==> src/sad_map.vh <==
// Address map constants for the system address decoder.
// Assumes a 32-bit byte address on the internal bus.
`ifndef SAD_MAP_VH
`define SAD_MAP_VH

// Target codes.
`define SAD_TGT_NONE 4'h0
`define SAD_TGT_SDRAM 4'h1
`define SAD_TGT_EXP 4'h2
`define SAD_TGT_PCI_DATA 4'h3
`define SAD_TGT_QMGR 4'h4
`define SAD_TGT_PCI_CSR 4'h5
`define SAD_TGT_EXP_CSR 4'h6
`define SAD_TGT_PERIPH 4'h7
`define SAD_TGT_SDRAM_CSR 4'h8

// Region bounds by top address nibble, byte, six bits, 16 bits or 24 bits.
`define SAD_NIB_LOW 4'h0
`define SAD_NIB_SDRAM_HI 4'h2
`define SAD_NIB_PCI_DATA 4'h4
`define SAD_NIB_EXP_DATA 4'h5
`define SAD_NIB_QMGR 4'h6
`define SAD_BYTE_PCI_DATA 8'h48
`define SAD_BYTE_QMGR_END 8'h63
`define SAD_TOP6_PCI_CSR 6'h30
`define SAD_TOP6_EXP_CSR 6'h31
`define SAD_PERIPH_HI 16'hc800
`define SAD_PERIPH_LAST 4'hb
`define SAD_SDRAM_CSR_HI 24'hcc0000

// Select bit position and its reset value.
`define SAD_MEM_MAP_BIT 31
`define SAD_MEM_MAP_RST 1'b1

`endif

==> src/sad_decoder.v <==
// System address decoder: steers each internal-bus access to at most one target.
// Assumes one request per cycle from the master, answered by the chosen target.
`timescale 1ns/10ps
`include "sad_map.vh"
module sad_decoder #(
	parameter SDRAM_AW = 28
) (
	// Clock and reset
	input wire sys_clk,
	input wire sys_rst,
	// Select bit write from the expansion configuration register zero
	input wire cfg_wr,
	input wire [31:0] cfg_wdata,
	output wire mem_map_sel,
	// Master request
	input wire req_valid,
	input wire [31:0] req_addr,
	// Target selects
	output wire sel_sdram,
	output wire sel_exp,
	output wire sel_pci_data,
	output wire sel_qmgr,
	output wire sel_pci_csr,
	output wire sel_exp_csr,
	output wire [11:0] sel_periph,
	output wire sel_sdram_csr,
	// Address handed to the SDRAM controller
	output wire [31:0] sdram_addr,
	// Reserved-range answer
	output reg err_resp_r
);
	// Single-bit selects, by their place in single_sel.
	localparam N_SINGLE = 7;
	localparam IDX_SDRAM = 0;
	localparam IDX_EXP = 1;
	localparam IDX_PCI_DATA = 2;
	localparam IDX_QMGR = 3;
	localparam IDX_PCI_CSR = 4;
	localparam IDX_EXP_CSR = 5;
	localparam IDX_SDRAM_CSR = 6;
	// Peripheral pages that name a unit; the pages above them are reserved.
	localparam N_PERIPH = 12;

	reg mem_map_r;
	wire [3:0] target;
	wire [3:0] periph_idx;
	wire [N_SINGLE-1:0] single_sel;
	wire any_sel;
	genvar i;

	// Decode map, by address range:
	//   0x0000_0000 to 0x0fff_ffff: expansion bus or SDRAM, by the select bit.
	//   0x1000_0000 to 0x2fff_ffff: SDRAM, whatever the select bit holds.
	//   0x3000_0000 to 0x47ff_ffff: reserved.
	//   0x4800_0000 to 0x4fff_ffff: PCI data.
	//   0x5000_0000 to 0x5fff_ffff: expansion bus data.
	//   0x6000_0000 to 0x63ff_ffff: queue manager.
	//   0x6400_0000 to 0xbfff_ffff: reserved.
	//   0xc000_0000 to 0xc3ff_ffff: PCI controller registers.
	//   0xc400_0000 to 0xc7ff_ffff: expansion bus controller registers.
	//   0xc800_0000 to 0xc800_bfff: one 4KB page per peripheral.
	//   0xc800_c000 to 0xcbff_ffff: reserved.
	//   0xcc00_0000 to 0xcc00_00ff: SDRAM controller registers.
	//   0xcc00_0100 to 0xffff_ffff: reserved.
	// Peripheral pages, by bit of sel_periph:
	//   Bit 0 is the fast UART.
	//   Bit 1 is the console UART.
	//   Bit 2 is the bus performance monitor.
	//   Bit 3 is the interrupt controller.
	//   Bit 4 is the GPIO block.
	//   Bit 5 is the timer block.
	//   Bits 6 to 8 are the three network engines.
	//   Bits 9 and 10 are the two Ethernet MACs.
	//   Bit 11 is the USB device.
	// The top four address bits pick the region in one step; finer cuts inside a region
	// compare only the bits that its boundary needs, which keeps the lookup shallow.

	// Target code served by each single select line.
	function [3:0] single_code;
		input integer k;
		case (k)
			IDX_SDRAM: single_code = `SAD_TGT_SDRAM;
			IDX_EXP: single_code = `SAD_TGT_EXP;
			IDX_PCI_DATA: single_code = `SAD_TGT_PCI_DATA;
			IDX_QMGR: single_code = `SAD_TGT_QMGR;
			IDX_PCI_CSR: single_code = `SAD_TGT_PCI_CSR;
			IDX_EXP_CSR: single_code = `SAD_TGT_EXP_CSR;
			IDX_SDRAM_CSR: single_code = `SAD_TGT_SDRAM_CSR;
			default: single_code = `SAD_TGT_NONE;
		endcase
	endfunction

	// True when a live request decodes to the given target code.
	function hits;
		input valid;
		input [3:0] tgt;
		input [3:0] code;
		hits = valid && tgt == code;
	endfunction

	// Keeps the fitted low bits and clears the rest.
	// A bit loop rather than a replication stays legal when the fitted size fills 32 bits.
	function [31:0] alias_addr;
		input [31:0] a;
		integer b;
		for (b = 0; b < 32; b = b + 1)
			alias_addr[b] = (b < SDRAM_AW) ? a[b] : 1'b0;
	endfunction

	always @(posedge sys_clk) begin
		if (sys_rst)
			mem_map_r <= `SAD_MEM_MAP_RST;
		else if (cfg_wr)
			mem_map_r <= cfg_wdata[`SAD_MEM_MAP_BIT];
	end
	assign mem_map_sel = mem_map_r;

	sad_region u_region (
		.addr(req_addr),
		.low_is_exp(mem_map_r),
		.target(target),
		.periph_sel(periph_idx)
	);

	// one select per target
	// Each line depends on one code only, so a new target costs one table entry.
	generate
		for (i = 0; i < N_SINGLE; i = i + 1) begin : g_single
			assign single_sel[i] = hits(req_valid, target, single_code(i));
		end
	endgenerate
	assign sel_sdram = single_sel[IDX_SDRAM];
	assign sel_exp = single_sel[IDX_EXP];
	assign sel_pci_data = single_sel[IDX_PCI_DATA];
	assign sel_qmgr = single_sel[IDX_QMGR];
	assign sel_pci_csr = single_sel[IDX_PCI_CSR];
	assign sel_exp_csr = single_sel[IDX_EXP_CSR];
	assign sel_sdram_csr = single_sel[IDX_SDRAM_CSR];

	generate
		for (i = 0; i < N_PERIPH; i = i + 1) begin : g_periph
			localparam [31:0] IDX = i;
			assign sel_periph[i] = hits(req_valid, target, `SAD_TGT_PERIPH) &&
				{28'h0000000, periph_idx} == IDX;
		end
	endgenerate

	// drop bits above fitted size
	// Every alias of a byte reaches the same cell, so all of the memory stays reachable.
	assign sdram_addr = alias_addr(req_addr);

	// reserved gives one-cycle error
	// A registered error keeps the bus from waiting on a target that never answers.
	// Keying it on the absence of any select leaves no access between two targets.
	assign any_sel = |single_sel || |sel_periph;
	always @(posedge sys_clk) begin
		if (sys_rst)
			err_resp_r <= 1'b0;
		else
			err_resp_r <= req_valid && !any_sel;
	end
endmodule // sad_decoder

==> src/sad_region.v <==
// Combinational region lookup of one 32-bit address.
// Assumes the low-region select level comes from a register in the parent.
`timescale 1ns/10ps
`include "sad_map.vh"
module sad_region (
	// Address and map select
	input wire [31:0] addr,
	input wire low_is_exp,
	// Result
	output reg [3:0] target,
	output reg [3:0] periph_sel
);
	always @* begin
		target = `SAD_TGT_NONE;
		periph_sel = 4'h0;
		case (addr[31:28])
			`SAD_NIB_LOW: target = low_is_exp ? `SAD_TGT_EXP : `SAD_TGT_SDRAM;
			4'h1, `SAD_NIB_SDRAM_HI: target = `SAD_TGT_SDRAM;
			`SAD_NIB_PCI_DATA: begin
				if (addr[31:24] >= `SAD_BYTE_PCI_DATA)
					target = `SAD_TGT_PCI_DATA;
			end
			`SAD_NIB_EXP_DATA: target = `SAD_TGT_EXP;
			`SAD_NIB_QMGR: begin
				if (addr[31:24] <= `SAD_BYTE_QMGR_END)
					target = `SAD_TGT_QMGR;
			end
			4'hc: begin
				if (addr[31:26] == `SAD_TOP6_PCI_CSR)
					target = `SAD_TGT_PCI_CSR;
				else if (addr[31:26] == `SAD_TOP6_EXP_CSR)
					target = `SAD_TGT_EXP_CSR;
				else if (addr[31:16] == `SAD_PERIPH_HI && addr[15:12] <= `SAD_PERIPH_LAST) begin
					target = `SAD_TGT_PERIPH;
					periph_sel = addr[15:12];
				end else if (addr[31:8] == `SAD_SDRAM_CSR_HI)
					target = `SAD_TGT_SDRAM_CSR;
			end
			default: target = `SAD_TGT_NONE;
		endcase
	end
endmodule // sad_region

==> config.mk <==
export PLATFORM = sky130hd
export DESIGN_NAME = sad_decoder
export DESIGN_NICKNAME = d
export VERILOG_FILES = /design/src/sad_decoder.v /design/src/sad_region.v
export VERILOG_INCLUDE_DIRS = /design/src
export SDC_FILE = /design/constraint.sdc
export NUM_CORES = 1
export LEC_CHECK = 0
export BUFFER_PORTS_ARGS = -buffer_cell sky130_fd_sc_hd__buf_2
export CAP_MARGIN = 20
export CELL_PAD_IN_SITES_DETAIL_PLACEMENT = 0
export CELL_PAD_IN_SITES_GLOBAL_PLACEMENT = 1
export CORE_ASPECT_RATIO = 1.75
export CORE_MARGIN = 2
export CORE_UTILIZATION = 19
export CTS_CLUSTER_SIZE = 25
export DETAILED_ROUTE_END_ITERATION = 12
export GPL_TIMING_DRIVEN = 0
export PLACE_DENSITY = 0.93
export SYNTH_ARGS = -nofsm -noshare
export SYNTH_HDL_FRONTEND = slang
export SYNTH_HIERARCHICAL = 1
export SYNTH_SLANG_ARGS = --single-unit
==> constraint.sdc <==
create_clock -name sys_clk -period 7.5 [get_ports sys_clk]
set_input_delay 1.5 -clock sys_clk [delete_from_list [all_inputs] [get_ports sys_clk]]
set_output_delay 1.5 -clock sys_clk [all_outputs]
set_load 0.1 [all_outputs]
## After elaboration in Yosys (flattened, before gate mapping)

Cells that the tools add are included.
Widths: inputs -> output; s select.

- Input bits: 68
- Register bits after elaboration: 2
- Logic and storage cells: 75
- Memories kept: 0
- Memory bits (writable): 0
- ROM bits: 0
- Output and inout port bits: 53
- Latch bits: 0

- Reductions and logical operators: 29
- Muxes and demuxes: 12
- $add $sub $neg: 0
- Multipliers: 0
- $lt $le $gt $ge: 3
- Divide/modulo/power cells: 0
- Shift-type cells: 0
- Equal/unequal tests: 29
- Bitwise logic cells: 0

Operators by type and width:

| cell | number |
|---|---|
| $eq 4x3->1 const B | 11 |
| $mux 4 | 8 |
| $eq 24x24->1 const B | 1 |
| $eq 4x4->1 const B | 6 |
| $pmux 4 s6 | 1 |
| $logic_and 1x1->1 | 22 |
| $eq 4x2->1 const B | 5 |
| $eq 16x16->1 const B | 1 |
| $eq 4x1->1 const B | 3 |
| $eq 6x6->1 const B | 2 |
| $reduce_or 12->1 | 1 |
| $ge 8x7->1 const B | 1 |
| $le 8x7->1 const B | 1 |
| $logic_not 4->1 | 2 |
| $reduce_or 7->1 | 1 |
| $le 4x4->1 const B | 1 |
| $mux 2 | 2 |
| $mux 3 | 1 |
| $reduce_or 2->1 | 1 |
| $logic_not 1->1 | 1 |
| $logic_or 1x1->1 | 1 |

## Depth between registers and ports, before layout

- Depth after elaboration: 13
- Gate-level depth with buffers: 9
- Gate-level depth less buffers: 7

## Modules after synthesis

Netlist, hierarchy kept.

Modules (own cells, without submodules):

| module | seq. area each (um^2) | area each (um^2) | instances | cells each |
|---|---|---|---|---|
| sad_decoder | 40.0 | 544.3 | 1 | 77 |
| sad_region | 0.0 | 281.5 | 1 | 33 |

## Worst setup path after synthesis

Ideal clock, no wire load.

- Path type: input -> output
- Start point: input port req_addr[31]
- End point: output port sel_sdram_csr
- Path slack: 0.822 ns
- Arrival time: 5.178 ns
- Stages on the path: 7
- Path buffers: 2
- Path through: buf_6 > and4bb_1 > nand4_2 > a211oi_4 > a21o_1 > buf_2 > nor4_1

- Cells in the longest elaborated chain, start to end: 8
- Elaborated cells between the ends (all ways): 24
- Classes of those cells: 2 x order compare; 11 x eq/ne; 7 x mux; 4 x reduce/logical

RTL lines:

| element | RTL line | source |
|---|---|---|
| start: declaration | sad_decoder.v:17 | `input wire [31:0] req_addr,` |
| $eq 16x16->1 (no source line) | -- |  |
| $logic_and 1x1->1 (no source line) | -- |  |
| $mux 4 | sad_region.v:33 | `` else if (addr[31:16] == `SAD_PERIPH_HI && addr[15:12] <= `SAD_PERIPH_LAST) begin `` |
| $mux 4 | sad_region.v:31 | `` else if (addr[31:26] == `SAD_TOP6_EXP_CSR) `` |
| $mux 4 | sad_region.v:29 | `` if (addr[31:26] == `SAD_TOP6_PCI_CSR) `` |
| $pmux 4 s6 * | sad_region.v:16 | `case (addr[31:28])` |
| net target[0] | sad_decoder.v:45 | `wire [3:0] target;` |
| $eq 4x4->1 * | sad_decoder.v:98 | `hits = valid && tgt == code;` |
| $logic_and 1x1->1 * | sad_decoder.v:98 |  |
| end: declaration | sad_decoder.v:26 | `output wire sel_sdram_csr,` |

The timed path passes the listed nets; every way through them passes the cells marked *.

## Worst setup path after layout

- Start point: input port req_addr[16]
- End point: output port sel_periph[8]

- Cells in the longest elaborated chain, start to end: 9
- Elaborated cells between the ends (all ways): 16
- Classes of those cells: 4 x eq/ne; 9 x mux; 3 x reduce/logical

RTL lines:

| element | RTL line | source |
|---|---|---|
| $eq 16x16->1 (no source line) | -- |  |
| $logic_and 1x1->1 (no source line) | -- |  |
| $mux 4 | sad_region.v:33 |  |
| $mux 4 | sad_region.v:31 |  |
| $mux 4 | sad_region.v:29 |  |
| $pmux 4 s6 | sad_region.v:16 |  |
| net target[1] | sad_decoder.v:45 |  |
| $eq 4x3->1 | sad_decoder.v:98 |  |
| $logic_and 1x1->1 | sad_decoder.v:98 |  |
| $logic_and 1x1->1 | sad_decoder.v:143 | `` assign sel_periph[i] = hits(req_valid, target, `SAD_TGT_PERIPH) && `` |
| end: declaration | sad_decoder.v:25 | `output wire [11:0] sel_periph,` |

The timed path passes the listed nets, and every way through them passes these cells.

==> impl_metrics.toml <==
[clock_network]
clk_pin_slew_ns = 0.03
clk_latency_ns = 0.22
post_cts_buffers = 0
cts-root-buf = "clkbuf_8"
htreeDepth = 1
cts_max_path_buffers = 2
cts_buffers = 3
cts_tree = "built"
cts-hold-fix-buffers = 0
cts.repair.resized = 0
cts_sinks = 2

[floorplan]
num_rows = 31
design.die.area_sq_um = 4910
die_w_microns = 53.84
initial_core_util = 0.1990
fp.dieH_microns = 91.21
core_sq_um = 4150
ios = 121

[routing]
drc_errors = 0
drt_iter0_drc = 5
drt_pass1_iterations = 3
finalWirelength_microns = 2585
vias = 1014
ant_nets = 0
viasPerCell = 4.207
avgRoutedWirePerCell_microns = 10.73

[global_routing]
grt_pass1_vias = 924
grt_first_pass_wirelength_microns = 3829
grt_max_degree = 10
globalRouteOverflowTotal = 0
grt_usage = 0.1045
antenna_found_initial = 0

[timing]
slew_headroom = 0.6589
tightest_slew_ns = 0.5106
hold_violations = 0
drv_slew = 0
holdWs_ns = 0.6199
fmax_mhz = 180.2
rsz0062_at_grt = "no"
final.setup_skew_ns = 0.004142
period_share = 0.7400
setup_viol = 0
worst_slack_ns = 1.950
timing.setup.tns_ns = 0
fin_crit_ns = 5.550

[worst_setup_path]
path_cells = "buf_2 > nor4_4 > nand4_2 > a211oi_4 > o21bai_1 > nand2_1 > or4b_4 > nor3_2 > buf_2"
cp_common_cell = "buf_2"
setup.worst_path.end_class = "output port"
max_stage_delay_ns = 0.56
cp.arrival_ns = 4.05
cp_max_fo = 8
crit_type = "primary input to output port"
path_buf_inv = 2
crit_slowest_cell = "or4b_4"
required_ns = 6.00
startpoint_type = "primary input"
cpLargestDelayFamily = "simple AND/OR/NAND/NOR gates"

[final_layout]
design_area_sq_um = 1320
final_core_util = 0.3181
antenna-diode-count = 0
multi_input_area_sq_um = 536.8
layout-drive-gt1-share = 0.6510
seq_area_sq_um = 40.04
nets = 262
syn_to_final_growth_pct = 59.85
fillCellCount = 487
final_cell_mix = "buf_2 (77), buf_4 (32), nor2_1 (18)"
final_common_cell = "buf_2"

[synthesis]
synth.cell_area_sq_um = 825.8
synthDistinctLibCells = 40
yosys-top-cells-area = "buf_4 (29%), nor2_1 (8.2%), dfxtp_1 (4.8%), nand2b_1 (4.5%), and2_1 (3.0%)"
syn_inst = 110
synth_top_area_cell = "buf_4"
avgSynthCellArea_sq_um = 7.507
synth_seq_area_share = 0.04848
synth_warnings = 6
ys_ff_latch = 2
synth_top_area_frac = 0.2909

[worst_hold_path]
hp-class = "register to register"

[placement]
place_ws_ns = 1.913
gp_congestion = 0.6791
place_area_sq_um = 1279
portBuffers = 76
hpwl_microns = 2224

[status]
status = "finished clean"

[flow_run]
cap_violations = 0

[pwr]
power_density_nw_per_um2 = 135.7
p_leak_nw = 0.7510
ir_drop_mv = 0.05910
## through the flow
step	total power [mW]	std cells
detailed placement	0.1352	238
CTS	0.1812	241
global route	0.1879	241
global placement	0.1346	238
finish	0.1792	241
floorplan	0.1134	113
## cells in the mapped netlist (all sizes together)
master,n
nand3b,2
nand4,1
or3b,1
buf,34
and4bb,1
or4b,1
dfxtp,2
o21ai,1
nor4,4
a211o,1
mux2i,2
nand2,3
o32a,1
o21bai,1
nor3,7
and2,4
nand2b,6
o21a,1
a211oi,3
a21oi,1
o31ai,2
inv,1
nor2b,1
nor2,18
nand4b,1
nor4b,2
and4b,1
conb,1
nand3,1
a21o,3
and3b,2
## final timing paths
path / slack (ns) / start / to / depth (start not counted)
min reg2reg: 0.62 / mem_map_sel / mem_map_sel / 2
max: 1.95 / req_addr[16] / sel_periph[8] / 9
min: 0.62 / mem_map_sel / mem_map_sel / 2
max reg2reg: 5.81 / mem_map_sel / err_resp_r / 6
## routing by layer
layer  up-vias  wire, microns  GRT usage
li1        519              -          -
met1       425            824    0.09000
met2        66           1391     0.2114
met3         4            331   0.009868
met4         0             38    0.05128
met5         -              0          0
## area by class of cell
| class | count | share of cell area |
|---|---|---|
| Multi-Input combinational cell | 76 | 0.4066 |
| Tap cell | 49 | 0.04645 |
| Sequential cell | 2 | 0.03033 |
| Timing Repair Buffer | 76 | 0.2882 |
| Inverter | 1 | 0.002844 |
| Buffer | 34 | 0.1943 |
| Clock buffer | 3 | 0.03128 |
## tightest hold or removal path, stage by stage, from the launching register on
cell	delay, ns
dfxtp_1	0.35
nor2b_1	0.14
a211o_1	0.10
## cells by family (layout without fill, tap and decap cells)
kind of cell | after synthesis | in the layout | synth area share
simple gates | 56 | 56 | 0.4636
buf+inv | 35 | 114 | 0.3151
compound gates | 14 | 14 | 0.1439
mux | 2 | 2 | 0.02424
flops | 2 | 2 | 0.04849
other cells | 1 | 4 | 0.004541
## flip-flops by register name (all words and copies together), names as in the netlist
signal	count
err_resp_r	1
mem_map_sel	1
## power by group
group / internal (mW) / total (mW) / switching, mW
logic: 0.0281 / 0.123 / 0.0949
registers: 0.0115 / 0.0118 / 0.000374
clock network: 0.0341 / 0.0443 / 0.0102
total: 0.0736 / 0.179 / 0.106
Note: power is estimated with default switching activity, not from simulation.
